File: src/hdl/cbd_params.svh
// constants for the commissioning button decoder: offsets, fields, resets, times
// assumes a 125 MHz system clock; times are turned into counts here
`ifndef CBD_PARAMS_SVH
`define CBD_PARAMS_SVH

// ----------------------------------------------------------------
// timing
// ----------------------------------------------------------------
`define CBD_CLK_HZ        125000000
`define CBD_MS_CYCLES     (`CBD_CLK_HZ / 1000)
`define CBD_WINDOW_S      2
`define CBD_WINDOW_MS     (`CBD_WINDOW_S * 1000)
`define CBD_AWAKE_S       30
`define CBD_AWAKE_MS      (`CBD_AWAKE_S * 1000)
`define CBD_BLINK_S       1
`define CBD_BLINK_MS      (`CBD_BLINK_S * 1000)
`define CBD_BLINK_HALF_MS 50
`define CBD_DEBOUNCE_MS   10

// ----------------------------------------------------------------
// register offsets (byte addresses)
// ----------------------------------------------------------------
`define CBD_REG_CTRL   4'h0
`define CBD_REG_CMD    4'h4
`define CBD_REG_STATUS 4'h8

// ----------------------------------------------------------------
// field positions
// ----------------------------------------------------------------
`define CBD_CTRL_BTN_EN  0
`define CBD_CTRL_SM_LO   4
`define CBD_CTRL_SM_HI   7
`define CBD_CTRL_NOM_EN  8
`define CBD_CTRL_API     9
`define CBD_CTRL_LED_EN  10
`define CBD_CMD_CNT_HI   2
`define CBD_CMD_RESTORE  8
`define CBD_ST_CNT_HI    2
`define CBD_ST_WINDOW    3
`define CBD_ST_LED       4
`define CBD_ST_BLINK     5
`define CBD_ST_AWAKE     6
`define CBD_ST_QUEUED    7

// ----------------------------------------------------------------
// reset and default values
// ----------------------------------------------------------------
`define CBD_BTN_EN_RST 1'b1
`define CBD_SM_RST     4'h0
`define CBD_NOM_EN_RST 1'b0
`define CBD_API_RST    1'b1
`define CBD_LED_EN_RST 1'b1

// ----------------------------------------------------------------
// encodings
// ----------------------------------------------------------------
`define CBD_SM_NONE    4'h0
`define CBD_SM_SYNC_A  4'h7
`define CBD_SM_SYNC_B  4'h8
`define CBD_FRAME_TYPE 8'h95

`endif

File: src/hdl/cbd_pkg.sv
// types shared by the commissioning button decoder
// assumes nothing beyond a SystemVerilog compiler
package cbd_pkg;

	// ----------------------------------------------------------------
	// enumerations
	// ----------------------------------------------------------------
	typedef enum logic {
		CBD_IDLE   = 1'b0,
		CBD_WINDOW = 1'b1
	} cbd_fsm_t;

	typedef enum logic [1:0] {
		CBD_SLP_NONE  = 2'b00,
		CBD_SLP_ASYNC = 2'b01,
		CBD_SLP_SYNC  = 2'b10
	} cbd_sleep_t;

	// ----------------------------------------------------------------
	// carriers
	// ----------------------------------------------------------------
	typedef struct packed {
		logic         valid;
		logic [63:0]  addr;
		logic [159:0] label;
	} cbd_rx_t;

	typedef struct packed {
		logic         valid;
		logic [7:0]   ftype;
		logic [63:0]  addr;
		logic [159:0] label;
	} cbd_frame_t;

	typedef struct packed {
		cbd_fsm_t   fsm;
		logic [23:0] tick_cnt;
		logic [15:0] deb_cnt;
		logic        btn_db;
		logic [15:0] win_cnt;
		logic [2:0]  press_cnt;
		logic        awake;
		logic [15:0] awake_cnt;
		logic        queued;
		logic        blink;
		logic [15:0] blink_cnt;
		logic        led;
		logic [15:0] led_cnt;
		logic        id_tx;
		logic        nominate;
		logic        restore;
		cbd_frame_t  frame;
		logic        btn_en;
		logic [3:0]  sm;
		logic        nom_en;
		logic        api;
		logic        led_en;
		logic        waitreq;
		logic [31:0] rdata;
	} cbd_state_t;

endpackage

File: src/hdl/cbd_top.sv
// commissioning button decoder: press counting, actions, receive indication
// assumes button_n and the network inputs are synchronous to clk,
// and an Avalon-MM master that holds each request until waitrequest is low
//
// Behaviour
// - button works only while enable bit is 1
// - presses count together within two seconds
// - one press, no sleep: send broadcast now
// - one press, async sleep: wake 30s, send
// - one press, sync sleep: wake, queue broadcast
// - received broadcast blinks LED for one second
// - api mode: emit frame type 0x95
// - two presses, sync, nomination: become coordinator
// - four presses: restore all defaults
// - software command simulates given press count
// - frame carries sender address and label
//
// The address map and register access over Avalon-MM are this design's own decisions.
`timescale 1ns/100ps
`include "cbd_params.svh"

module cbd_top #(
	parameter logic [23:0] MS_CYCLES   = 24'(`CBD_MS_CYCLES),
	parameter logic [15:0] WINDOW_MS   = 16'(`CBD_WINDOW_MS),
	parameter logic [15:0] AWAKE_MS    = 16'(`CBD_AWAKE_MS),
	parameter logic [15:0] BLINK_MS    = 16'(`CBD_BLINK_MS),
	parameter logic [15:0] HALF_MS     = 16'(`CBD_BLINK_HALF_MS),
	parameter logic [15:0] DEBOUNCE_MS = 16'(`CBD_DEBOUNCE_MS)
) (
	input  wire logic               clk,
	input  wire logic               rst_n,
	input  wire logic [3:0]         avs_address,
	input  wire logic               avs_read,
	input  wire logic               avs_write,
	input  wire logic [31:0]        avs_writedata,
	output      logic [31:0]        avs_readdata,
	output      logic               avs_waitrequest,
	input  wire logic               button_n,
	input  wire logic               net_wake,
	input  wire logic               net_sleep,
	input  wire cbd_pkg::cbd_rx_t    rx,
	output      logic               id_bcast_tx,
	output      logic               nominate_coord,
	output      logic               param_restore,
	output      logic               stay_awake,
	output      logic               led_blink,
	output      cbd_pkg::cbd_frame_t frame
);

	// ----------------------------------------------------------------
	// state and decode
	// ----------------------------------------------------------------
	cbd_pkg::cbd_state_t s;
	cbd_pkg::cbd_state_t next_s;
	cbd_pkg::cbd_sleep_t cls;
	logic                tick;
	logic                raw;
	logic                press;
	logic                wr_go;
	logic                act_v;
	logic [2:0]          act_cnt;
	logic [31:0]         rd_val;

	function automatic cbd_pkg::cbd_sleep_t sleep_class(input logic [3:0] sm);
		if (sm == `CBD_SM_NONE) begin
			return cbd_pkg::CBD_SLP_NONE;
		end else if (sm == `CBD_SM_SYNC_A || sm == `CBD_SM_SYNC_B) begin
			return cbd_pkg::CBD_SLP_SYNC;
		end else begin
			return cbd_pkg::CBD_SLP_ASYNC;
		end
	endfunction

	assign raw   = ~button_n;
	assign tick  = (s.tick_cnt == MS_CYCLES - 24'h1);
	assign cls   = sleep_class(s.sm);
	assign wr_go = avs_write & ~s.waitreq;

	// ----------------------------------------------------------------
	// next state
	// ----------------------------------------------------------------
	always_comb begin
		next_s  = s;
		press   = 1'b0;
		act_v   = 1'b0;
		act_cnt = 3'h0;
		rd_val  = 32'h0;
		next_s.id_tx       = 1'b0;
		next_s.nominate    = 1'b0;
		next_s.restore     = 1'b0;
		next_s.frame.valid = 1'b0;
		// millisecond enable keeps every long counter at 16 bits
		next_s.tick_cnt = tick ? 24'h0 : s.tick_cnt + 24'h1;

		// level must stay changed for the whole debounce time
		if (raw == s.btn_db) begin
			next_s.deb_cnt = 16'h0;
		end else if (tick) begin
			if (s.deb_cnt == DEBOUNCE_MS - 16'h1) begin
				next_s.btn_db  = raw;
				next_s.deb_cnt = 16'h0;
			end else begin
				next_s.deb_cnt = s.deb_cnt + 16'h1;
			end
		end
		press = next_s.btn_db & ~s.btn_db & s.btn_en;

		case (s.fsm)
			cbd_pkg::CBD_IDLE: begin
				if (press) begin
					next_s.fsm       = cbd_pkg::CBD_WINDOW;
					next_s.win_cnt   = 16'h0;
					next_s.press_cnt = 3'h1;
				end
			end
			cbd_pkg::CBD_WINDOW: begin
				if (press && s.press_cnt != 3'h7) begin
					next_s.press_cnt = s.press_cnt + 3'h1;
				end
				if (tick) begin
					if (s.win_cnt == WINDOW_MS - 16'h1) begin
						act_v            = 1'b1;
						act_cnt          = next_s.press_cnt;
						next_s.fsm       = cbd_pkg::CBD_IDLE;
						next_s.press_cnt = 3'h0;
						next_s.win_cnt   = 16'h0;
					end else begin
						next_s.win_cnt = s.win_cnt + 16'h1;
					end
				end
			end
			default: begin
				next_s.fsm = cbd_pkg::CBD_IDLE;
			end
		endcase

		// software press count wins over a window expiring in the same cycle
		if (wr_go && avs_address == `CBD_REG_CMD &&
			avs_writedata[`CBD_CMD_CNT_HI:0] != 3'h0) begin
			act_v   = 1'b1;
			act_cnt = avs_writedata[`CBD_CMD_CNT_HI:0];
		end

		if (s.awake) begin
			if (tick) begin
				if (s.awake_cnt == AWAKE_MS - 16'h1) begin
					next_s.awake = 1'b0;
				end else begin
					next_s.awake_cnt = s.awake_cnt + 16'h1;
				end
			end
			if (cls == cbd_pkg::CBD_SLP_SYNC && net_sleep) begin
				next_s.awake = 1'b0;
			end
		end

		if (s.queued && net_wake) begin
			next_s.id_tx  = 1'b1;
			next_s.queued = 1'b0;
		end

		if (act_v) begin
			case (act_cnt)
				3'h1: begin
					if (cls != cbd_pkg::CBD_SLP_SYNC) begin
						next_s.id_tx = 1'b1;
					end else begin
						next_s.queued = 1'b1;
					end
					if (cls != cbd_pkg::CBD_SLP_NONE) begin
						next_s.awake     = 1'b1;
						next_s.awake_cnt = 16'h0;
					end
				end
				3'h2: begin
					if (cls == cbd_pkg::CBD_SLP_SYNC && s.nom_en) begin
						next_s.nominate = 1'b1;
					end
				end
				3'h4: begin
					next_s.restore = 1'b1;
				end
				default: begin
					next_s.restore = 1'b0;
				end
			endcase
		end

		if (s.blink && tick) begin
			if (s.blink_cnt == BLINK_MS - 16'h1) begin
				next_s.blink = 1'b0;
				next_s.led   = 1'b0;
			end else begin
				next_s.blink_cnt = s.blink_cnt + 16'h1;
				if (s.led_cnt == HALF_MS - 16'h1) begin
					next_s.led     = ~s.led;
					next_s.led_cnt = 16'h0;
				end else begin
					next_s.led_cnt = s.led_cnt + 16'h1;
				end
			end
		end
		// a new broadcast restarts the full second
		if (rx.valid && s.led_en) begin
			next_s.blink     = 1'b1;
			next_s.blink_cnt = 16'h0;
			next_s.led       = 1'b1;
			next_s.led_cnt   = 16'h0;
		end
		if (rx.valid && s.api) begin
			next_s.frame.valid = 1'b1;
			next_s.frame.ftype = `CBD_FRAME_TYPE;
			next_s.frame.addr  = rx.addr;
			next_s.frame.label = rx.label;
		end

		// one wait cycle, then one ready cycle; ready never holds two cycles
		case (avs_address)
			`CBD_REG_CTRL: begin
				rd_val[`CBD_CTRL_BTN_EN]                  = s.btn_en;
				rd_val[`CBD_CTRL_SM_HI:`CBD_CTRL_SM_LO]   = s.sm;
				rd_val[`CBD_CTRL_NOM_EN]                  = s.nom_en;
				rd_val[`CBD_CTRL_API]                     = s.api;
				rd_val[`CBD_CTRL_LED_EN]                  = s.led_en;
			end
			`CBD_REG_STATUS: begin
				rd_val[`CBD_ST_CNT_HI:0] = s.press_cnt;
				rd_val[`CBD_ST_WINDOW]   = (s.fsm == cbd_pkg::CBD_WINDOW);
				rd_val[`CBD_ST_LED]      = s.led;
				rd_val[`CBD_ST_BLINK]    = s.blink;
				rd_val[`CBD_ST_AWAKE]    = s.awake;
				rd_val[`CBD_ST_QUEUED]   = s.queued;
			end
			default: begin
				rd_val = 32'h0;
			end
		endcase
		next_s.waitreq = 1'b1;
		if ((avs_read || avs_write) && s.waitreq) begin
			next_s.waitreq = 1'b0;
			next_s.rdata   = rd_val;
		end
		if (wr_go && avs_address == `CBD_REG_CTRL) begin
			next_s.btn_en = avs_writedata[`CBD_CTRL_BTN_EN];
			next_s.sm     = avs_writedata[`CBD_CTRL_SM_HI:`CBD_CTRL_SM_LO];
			next_s.nom_en = avs_writedata[`CBD_CTRL_NOM_EN];
			next_s.api    = avs_writedata[`CBD_CTRL_API];
			next_s.led_en = avs_writedata[`CBD_CTRL_LED_EN];
		end
		if (wr_go && avs_address == `CBD_REG_CMD && avs_writedata[`CBD_CMD_RESTORE]) begin
			next_s.restore = 1'b1;
		end
		// restore overrides a control write landing in the same cycle
		if (next_s.restore) begin
			next_s.btn_en = `CBD_BTN_EN_RST;
			next_s.sm     = `CBD_SM_RST;
			next_s.nom_en = `CBD_NOM_EN_RST;
			next_s.api    = `CBD_API_RST;
			next_s.led_en = `CBD_LED_EN_RST;
		end
	end

	// ----------------------------------------------------------------
	// registers
	// ----------------------------------------------------------------
	always_ff @(posedge clk or negedge rst_n) begin
		if (!rst_n) begin
			s         <= '0;
			s.waitreq <= 1'b1;
			s.btn_en  <= `CBD_BTN_EN_RST;
			s.sm      <= `CBD_SM_RST;
			s.nom_en  <= `CBD_NOM_EN_RST;
			s.api     <= `CBD_API_RST;
			s.led_en  <= `CBD_LED_EN_RST;
		end else begin
			s <= next_s;
		end
	end

	assign avs_readdata    = s.rdata;
	assign avs_waitrequest = s.waitreq;
	assign id_bcast_tx     = s.id_tx;
	assign nominate_coord  = s.nominate;
	assign param_restore   = s.restore;
	assign stay_awake      = s.awake;
	assign led_blink       = s.led;
	assign frame           = s.frame;

	// ----------------------------------------------------------------
	// checks
	// ----------------------------------------------------------------
	restore_enable_a: assert property (
		@(posedge clk) disable iff (!rst_n) s.restore |-> s.btn_en)
		else $error("restore left button disabled");
	window_end_a: assert property (
		@(posedge clk) disable iff (!rst_n)
		(s.fsm == cbd_pkg::CBD_WINDOW && tick && s.win_cnt == WINDOW_MS - 16'h1)
		|=> s.fsm == cbd_pkg::CBD_IDLE && s.press_cnt == 3'h0)
		else $error("window did not close on time");
	one_none_a: assert property (
		@(posedge clk) disable iff (!rst_n)
		(act_v && act_cnt == 3'h1 && cls == cbd_pkg::CBD_SLP_NONE)
		|=> s.id_tx && !s.awake)
		else $error("single press without sleep did not send");
	one_async_a: assert property (
		@(posedge clk) disable iff (!rst_n)
		(act_v && act_cnt == 3'h1 && cls == cbd_pkg::CBD_SLP_ASYNC)
		|=> s.id_tx && s.awake && s.awake_cnt == 16'h0)
		else $error("async single press wrong");
	queued_send_a: assert property (
		@(posedge clk) disable iff (!rst_n)
		(s.queued && net_wake) |=> s.id_tx)
		else $error("queued broadcast not sent at wake");
	one_sync_a: assert property (
		@(posedge clk) disable iff (!rst_n)
		(act_v && act_cnt == 3'h1 && cls == cbd_pkg::CBD_SLP_SYNC && !(s.queued && net_wake))
		|=> s.queued && s.awake && !s.id_tx)
		else $error("sync single press wrong");
	blink_stop_a: assert property (
		@(posedge clk) disable iff (!rst_n)
		(s.blink && tick && s.blink_cnt == BLINK_MS - 16'h1 && !rx.valid)
		|=> !s.blink && !s.led)
		else $error("blink did not end after one second");
	frame_out_a: assert property (
		@(posedge clk) disable iff (!rst_n)
		(rx.valid && s.api) |=> s.frame.valid && s.frame.ftype == `CBD_FRAME_TYPE
		&& s.frame.addr == $past(rx.addr))
		else $error("indication frame missing or wrong");
	two_press_a: assert property (
		@(posedge clk) disable iff (!rst_n)
		(act_v && act_cnt == 3'h2)
		|=> s.nominate == ($past(cls) == cbd_pkg::CBD_SLP_SYNC && $past(s.nom_en)))
		else $error("two press nomination wrong");
	four_press_a: assert property (
		@(posedge clk) disable iff (!rst_n)
		(act_v && act_cnt == 3'h4) |=> s.restore ##1 !s.restore)
		else $error("four presses did not restore once");
	sim_cmd_a: assert property (
		@(posedge clk) disable iff (!rst_n)
		(wr_go && avs_address == `CBD_REG_CMD && avs_writedata[`CBD_CMD_CNT_HI:0] == 3'h2)
		|-> act_v && act_cnt == 3'h2)
		else $error("press command not acted on");
	debounce_a: assert property (
		@(posedge clk) disable iff (!rst_n)
		press |-> tick && s.deb_cnt == DEBOUNCE_MS - 16'h1 && raw)
		else $error("press taken before debounce time");
	odd_count_a: assert property (
		@(posedge clk) disable iff (!rst_n)
		(act_v && act_cnt == 3'h3 && !wr_go && !(s.queued && net_wake))
		|=> !s.id_tx && !s.nominate && !s.restore)
		else $error("unsupported count caused an action");
	bus_answer_a: assert property (
		@(posedge clk) disable iff (!rst_n)
		((avs_read || avs_write) && s.waitreq) |=> !s.waitreq ##1 s.waitreq)
		else $error("bus answer not one cycle");

endmodule

File: config.mk
export PLATFORM = sky130hd
export DESIGN_NAME = cbd_top
export DESIGN_NICKNAME = d
export VERILOG_FILES = /design/src/hdl/cbd_pkg.sv /design/src/hdl/cbd_top.sv
export VERILOG_INCLUDE_DIRS = /design/src /design/src/hdl
export SDC_FILE = /design/constraint.sdc
export NUM_CORES = 1
export LEC_CHECK = 0
export ABC_CLOCK_PERIOD_IN_PS = 2700
export BUFFER_PORTS_ARGS = -buffer_cell sky130_fd_sc_hd__buf_2
export CORE_AREA = 2 2 207 209
export CTS_BUF_LIST = sky130_fd_sc_hd__clkbuf_4 sky130_fd_sc_hd__clkbuf_8
export CTS_CLUSTER_DIAMETER = 40
export CTS_CLUSTER_SIZE = 20
export DETAILED_ROUTE_END_ITERATION = 8
export DIE_AREA = 0 0 209 211
export HOLD_SLACK_MARGIN = 0.08
export PLACE_DENSITY = 0.68
export SYNTH_ARGS = -nofsm -noshare
export SYNTH_HDL_FRONTEND = slang
export SYNTH_SLANG_ARGS = --single-unit
export TNS_END_PERCENT = 50
File: constraint.sdc
create_clock -name clk -period 2.7 [get_ports clk]
set_clock_uncertainty 0.1 [all_clocks]
set_input_delay 0.27 -clock clk [delete_from_list [all_inputs] [get_ports clk]]
set_output_delay 0.27 -clock clk [all_outputs]
set_load 0.05 [all_outputs]
==> metrics.md, run 1 <==
| Metric | Value |
|---|---|
| Critical setup path kind | `reg2reg` |
| Most frequent cells in the layout | `buf_2, dfrtp_1, dlygate4sd3_1` |
| Core footprint | `41760 um^2` |
| Relative slew slack | `0.5546` |
| Avg Inst Size Synth | `11.43 um^2` |
| Tmin final | `2.583 ns` |
| Tightest Hold Check Type | `in2async` |
| Dpl cells | `2347` |
| PwrDens | `1055 nW/um^2` |
| Startpoint Class | `flop` |
| GRT Residual Overflow | `0` |
| P_leak | `10.78 nW` |
| Max-slew violations | `0` |
| RePlAce Congestion | `0.9231` |
| Share of cells above drive strength 1 | `0.4303` |
| Num rows | `75` |
| Worst endpoint data arrival time | `3.00 ns` |
| VDD IR max | `548.2 uV` |
| Via/cell ratio | `5.045` |
| Top-area cell type share of the netlist area | `0.5063` |
| EDFF count, synth | `0` |
| Area Growth Syn to Fin | `32.15%` |
| TNS Setup | `0 ns` |
| M1 GR Usage | `0.2678` |
| Gate Count Post-Synth | `1548` |
| GRT met3 Usage | `0.07360` |
| Root buf cell | `clkbuf_8` |
| First-pass GRT wire length | `80.50 mm` |
| Synth area leader | `dfrtp_1` |
| Vias in the first global route | `14180` |
| TritonCTS Buffers | `66` |
| Ys flop type | `dfrtp_1` |
| Reg-to-Reg Start | `s[370]` |
| Worst hold slack | `0.1047 ns` |
| Post-detail-place hpwl | `38.13 mm` |
| Die height | `211 um` |
| PortBufs | `491` |
| Finished Layout Cells | `2731` |
| Ys Warns | `0` |
| Total Wirelength | `53.61 mm` |
| Sequential-to-total area share from yosys stat | `0.5123` |
| R2R setup slack | `0.12 ns` |
| Tcrit/Tclk final | `0.9568` |
| Initial DRC Count | `1006` |
| FILL cells | `3447` |
| Critical Path End | `s[283]` |
| RSZ-0062 raised after global routing | `false` |
| CTS clk-pin slew, worst paths | `0.06 ns` |
| Max FO, Critical Path | `8` |
| Starting Density | `0.4237` |
| Asr flop ratio synth | `1.000` |
| CTS Buffer Depth | `3` |
| Most Used Layer, Global Route | `met2` |
| Largest net degree at the start of global routing | `81` |
| Die ar. | `44100 um^2` |
| Critical path required time | `3.12 ns` |
| Sink Count | `362` |
| Reg2reg end | `s[283]` |
| # IOs | `539` |
| Worst-Skew Late Latency | `0.63 ns` |
| Max Cap Violations | `0` |
| Met2 usage | `0.3960` |
| Die W | `209 um` |
| DRT antenna net count | `0` |
| CP Launch Point | `s[370]` |
| Worst Tran Pin Value | `0.6680 ns` |
| Gr usage total | `0.2367` |
| Yosys reg bits | `362` |
| # DRC | `0` |
| Outcome | `finished clean` |
| Worst-case reg-to-reg path depth | `7` |
| Fin. Hold Viols | `0` |
| TritonCTS clock tree | `yes` |
| Nets | `2401` |
| Synth cell types | `66` |
| Vias | `13780` |
| Initial antenna violation count | `19` |
| Fmax | `0.3871 GHz` |
| Top cells by area, synth | `dfrtp_1, mux2_2, buf_4` |
| Average wire per standard cell | `19.63 um` |
| Commonest non-fill, non-tap cell in the layout | `buf_2` |
| Final setup fails | `0` |
| CTS H-Tree Depth | `3` |
| Synth Cell Area | `17690 um^2` |
| CP endpoint kind | `flop` |
| DR pass1 iterations | `5` |
## repair_timing
action / 4_1_cts / 5_1_grt
hold endpoints to repair: 579 / 0
setup endpoints to repair: 0 / 29
hold buffers: 245 / 0
setup buffers: 0 / 2
gates resized for setup: 0 / 7
## per-stage QoR
stage | total power [mW] | worst slack [ns] | utilization | instance area, um^2
detailed placement | 18.24 | 0.1090 | 0.4622 | 19300
global route | 25.61 | 0.02040 | 0.5598 | 23380
global placement | 18.05 | 0.1395 | 0.4622 | 19300
floorplan | 17.69 | 0.2053 | - | 17780
finish | 24.66 | 0.1166 | 0.5599 | 23380
CTS | 24.69 | 0.1014 | 0.5579 | 23300
## worst min-delay path by stage
stage           from         endpoint  cells after the start
6_report       rst_n        frame[30]                      2
5_1_grt        rst_n        frame[30]                      2
4_1_cts        rst_n       frame[200]                      2
3_5_place_dp   rst_n        frame[30]                      1
3_3_place_gp   rst_n        frame[30]                      1
2_1_floorplan  rst_n  avs_readdata[0]                      0
## cell usage after synthesis, drive strengths merged, types with 4 or more instances
master	number
a21oi	18
a22oi	5
a31oi	9
a41o	4
and2	7
and3	19
buf	270
clkbuf	44
dfrtp	358
dfstp	4
ha	10
inv	24
mux2	232
nand2	86
nand2b	7
nand3	45
nand4	26
nor2	88
nor2b	12
nor3	19
nor4	31
nor4b	8
o21ai	81
o31ai	31
o41ai	6
or2	4
or3	9
or4	4
xnor2	38
xor2	14
## layout make-up
class	count	area, um^2	share of cell area
tap	539	674.4	0.02884
clock buffer	78	1023	0.04377
sequential	362	9064	0.3876
timing repair buffer	797	5494	0.2350
multi-input combinational	872	6471	0.2768
inverter	24	90.09	0.003853
clock inverter	42	523.0	0.02237
antenna	17	42.54	0.001819
## where the power goes
| part | total (mW) | switching [mW] | leakage, nW | internal (mW) |
|---|---|---|---|---|
| registers | 8.00 | 0.974 | 4.35 | 7.03 |
| clock network | 6.08 | 2.71 | 0.795 | 3.36 |
| logic | 10.6 | 7.75 | 5.64 | 2.84 |
| total | 24.7 | 11.4 | 10.8 | 13.2 |
## registers in the layout (all words and copies together) (netlist names)
register / cells
avs_readdata: 11
avs_waitrequest: 1
frame: 226
id_bcast_tx: 1
led_blink: 1
nominate_coord: 1
param_restore: 1
s: 119
stay_awake: 1
## worst max-delay path: stages (launching register included)
cell,delay (ns)
dfrtp_1,0.40
or4b_4,0.58
or3_4,0.44
nor2_4,0.13
a31oi_4,0.10
or2_4,0.28
buf_4,0.18
o41ai_2,0.26
## layer usage
metal	up-vias	wire length [um]
li1	6346	-
met1	6797	20480
met2	493	26780
met3	139	3852
met4	4	2457
met5	-	27
## cells by family (layout without fill, tap and decap cells)
logic type,count (synthesis),after routing,synth area share
xor+xnor,52,52,0.02574
simple gates,379,379,0.1118
other cells,1,42,0.0002119
compound gates,174,174,0.06640
mux,232,232,0.1477
buf+inv,338,941,0.1288
fa+ha+maj,10,10,0.007072
flops,362,362,0.5123
No activity file was read; power rests on OpenSTA's default activity.
==> run 2, diff against run 1 <==
--- a/config.mk
+++ b/config.mk
@@ -6,16 +6,17 @@
 export SDC_FILE = /design/constraint.sdc
 export NUM_CORES = 1
 export LEC_CHECK = 0
+export ABC_AREA = 1
 export ABC_CLOCK_PERIOD_IN_PS = 2700
 export BUFFER_PORTS_ARGS = -buffer_cell sky130_fd_sc_hd__buf_2
-export CORE_AREA = 2 2 207 209
+export CORE_AREA = 2 2 212 214
 export CTS_BUF_LIST = sky130_fd_sc_hd__clkbuf_4 sky130_fd_sc_hd__clkbuf_8
 export CTS_CLUSTER_DIAMETER = 40
 export CTS_CLUSTER_SIZE = 20
 export DETAILED_ROUTE_END_ITERATION = 8
-export DIE_AREA = 0 0 209 211
+export DIE_AREA = 0 0 214 216
 export HOLD_SLACK_MARGIN = 0.08
-export PLACE_DENSITY = 0.68
+export PLACE_DENSITY = 0.67
 export SYNTH_ARGS = -nofsm -noshare
 export SYNTH_HDL_FRONTEND = slang
 export SYNTH_SLANG_ARGS = --single-unit
==> run 2 against run 1 <==
Global-route usage grew 2.0 points; critical endpoint is now s[320]; cell area increased by 2.2%; die area grew 4.8%.
==> metrics.md, run 2 <==
| Metric | Value |
|---|---|
| Outcome | `finished clean` |
| Top-area cell type share of the netlist area | `0.4842 (-0.02209)` |
| Gate Count Post-Synth | `2331 (+51%)` |
| TritonCTS Buffers | `56 (-15%)` |
| Via/cell ratio | `4.854 (-3.8%)` |
| Setup ws final | `0.1481 ns (+0.03150 ns)` |
| Sink Count | `362 (unchanged)` |
| Share of cells above drive strength 1 | `0.2333 (-0.1971)` |
| Tmin final | `2.552 ns (-0.03150 ns)` |
| Max FO, Critical Path | `10 (+2)` |
| Multi-input combinational cell area | `6578 um^2 (+1.6%)` |
| Top cells by area, synth | `dfrtp_1, nand2_1, buf_4` |
| # IOs | `539 (unchanged)` |
| CTS H-Tree Depth | `2 (-1)` |
| Reg-to-Reg Start | `s[366]` |
| DRT antenna net count | `0 (unchanged)` |
| CTS Buffer Depth | `3 (unchanged)` |
| Number of flip-flops in the largest register | `226 (unchanged)` |
| P_leak | `12.62 nW (+17%)` |
| CP Launch Point | `s[366]` |
| Tcrit/Tclk final | `0.9451 (-0.01167)` |
| Max Cap Violations | `0 (unchanged)` |
| Fmax | `0.3919 GHz (+1.2%)` |
| Vias in the first global route | `16780 (+18%)` |
| PwrDens | `708.0 nW/um^2 (-33%)` |
| PortBufs | `491 (unchanged)` |
| Nets | `3142 (+31%)` |
| Reg2reg end | `s[320]` |
| Post-place instance area | `19850 um^2 (+2.8%)` |
| First-pass GRT wire length | `93.25 mm (+16%)` |
| Die height | `216 um (+2.4%)` |
| Post-route cell area | `23890 um^2 (+2.2%)` |
| Worst endpoint data arrival time | `3.05 ns (+0.05 ns)` |
| Core footprint | `43840 um^2 (+5.0%)` |
| Yosys reg bits | `362 (unchanged)` |
| Ys Warns | `0 (unchanged)` |
| Max-slew violations | `0 (unchanged)` |
| Tightest Hold Check Type | `in2async` |
| Die W | `214 um (+2.4%)` |
| Ys flop type | `dfrtp_1` |
| Vias | `17020 (+24%)` |
| GRT Residual Overflow | `0 (unchanged)` |
| Worst-case reg-to-reg path depth | `14 (+7)` |
| Initial DRC Count | `1394 (+39%)` |
| Average wire per standard cell | `17.25 um (-12%)` |
| Synth area leader | `dfrtp_1` |
| Largest net degree at the start of global routing | `121 (+49%)` |
| Synth cell types | `49 (-26%)` |
| RSZ-0062 raised after global routing | `true` |
| Avg Inst Size Synth | `7.937 um^2 (-31%)` |
| TritonCTS clock tree | `yes` |
| Asr flop ratio synth | `1.000 (unchanged)` |
| Startpoint Class | `flop` |
| Top-count cell post-synth | `nand2_1` |
| VDD IR max | `675.6 uV (+23%)` |
| Gr usage total | `0.2567 (+0.02006)` |
| DR pass1 iterations | `5 (unchanged)` |
| Total Wirelength | `60.48 mm (+13%)` |
| Area Growth Syn to Fin | `29.11%` |
| Num rows | `77 (+2.7%)` |
| Synth Cell Area | `18500 um^2 (+4.6%)` |
| Pre-CTS WS | `0.1525 ns (+0.04351 ns)` |
| Die ar. | `46220 um^2 (+4.8%)` |
| Critical Path End | `s[320]` |
| Critical setup path kind | `reg2reg` |
| Sequential-to-total area share from yosys stat | `0.4899 (-0.02235)` |
| Relative slew slack | `0.5064 (-0.04820)` |
| # DRC | `0 (unchanged)` |
| Post-detail-place hpwl | `42.58 mm (+12%)` |
| FILL cells | `3911 (+13%)` |
| Design Power | `16.91 mW (-31%)` |
| Initial antenna violation count | `3 (-16)` |
| Fin. Hold Viols | `0 (unchanged)` |
| Critical path required time | `3.20 ns (+0.08 ns)` |
| Worst Tran Pin Value | `0.7383 ns (+0.07023 ns)` |
| Starting Density | `0.4220 (-0.001665)` |
| Top cells by count, synth | `nand2_1, dfrtp_1, buf_4` |
| Worst-Skew Late Latency | `0.67 ns (+0.04 ns)` |
| CP endpoint kind | `flop` |
| Root buf cell | `clkbuf_8` |
| CTS clk-pin slew, worst paths | `0.07 ns (about the same)` |
| Commonest non-fill, non-tap cell in the layout | `nand2_1` |
| Most frequent cells in the layout | `nand2_1, buf_2, dfrtp_1` |
| Final setup fails | `0 (unchanged)` |
| R2R setup slack | `0.15 ns (+0.03 ns)` |
| Register cell area after layout | `9064 um^2 (unchanged)` |
| TNS Setup | `0 ns (unchanged)` |
| EDFF count, synth | `0 (unchanged)` |
| RePlAce Congestion | `0.9581 (+3.8%)` |
## run 2: cell types whose count changed after synthesis, sizes merged, moves of 22 or more
cell / before / now
xnor2: 38 / 3
nand3: 45 / 104
mux2: 232 / 0
o21ai: 81 / 47
nor2: 88 / 139
nor3: 19 / 41
a21oi: 18 / 43
nand2: 86 / 932
inv: 24 / 176
## run 2: worst max-delay path, stage by stage (launching register included)
cell and delay (ns):
dfrtp_1 0.38, ha_1 0.20, nand2_1 0.10, inv_2 0.09
nand2_1 0.08, nor2_4 0.11, nand3_2 0.23, nor2_4 0.25
nand4_2 0.12, nand3_1 0.14, nand2_2 0.09, nor2_4 0.19
buf_4 0.22, nand3_1 0.09, nand2_1 0.08
## run 2: cell families (layout without fill, tap and decap cells)
kind of cell / after synthesis / after routing / share of synthesized area
compound gates: 138 / 138 / 0.04301
xor+xnor: 33 / 33 / 0.01562
fa+ha+maj: 10 / 10 / 0.006763
buf+inv: 512 / 1068 / 0.1606
flops: 362 / 362 / 0.4899
other cells: 1 / 28 / 0.0002027
simple gates: 1275 / 1275 / 0.2839
## run 2: routing by layer
metal,up-vias,part of all wire,track usage
met3,145,0.064,0.05074
met4,0,0.050,0.1310
met5,-,0,0
met1,8139,0.41,0.3244
li1,8079,-,-
met2,655,0.47,0.4199
## run 2: worst min path at each step
stage	from	end	cells past startpoint
detailed placement	rst_n	frame[136]	1
global placement	rst_n	frame[136]	1
floorplan	rst_n	avs_readdata[0]	0
finish	rst_n	s[308]	3
CTS	rst_n	s[299]	3
global route	rst_n	s[299]	3
## run 2: area by class of cell
class,instances,share of cell area
multi-input cells,1481,0.2754
flip-flops and latches,362,0.3795
clock inverters,39,0.02022
clock buffers,66,0.03698
diodes,3,0.0003143
repair buffers,786,0.2285
inverters,177,0.02813
well taps,592,0.03101
## run 2: repair_timing
item | CTS | global route
hold endpoints to repair | 625 | 0
resized for setup | 0 | 4
endpoints found under the setup margin | 0 | 15
buffers inserted | 0 | 0
hold buffers | 263 | 0
## run 2: where the power goes
group / leakage [nW] / switching [mW] / internal, mW
logic: 7.38 / 3.76 / 1.19
registers: 4.56 / 0.373 / 6.06
clock network: 0.681 / 2.54 / 2.98
total: 12.6 / 6.68 / 10.2
## run 2: metrics by stage
step | hold slack, ns | util | instances
after floorplan | -0.1256 | - | 2355
after detailed placement | 0.1470 | 0.4528 | 3135
after global placement | 0.1377 | 0.4528 | 3135
after CTS | 0.1662 | 0.5444 | 3503
after global routing | 0.1977 | 0.5449 | 3506
final | 0.2040 | 0.5449 | 3506
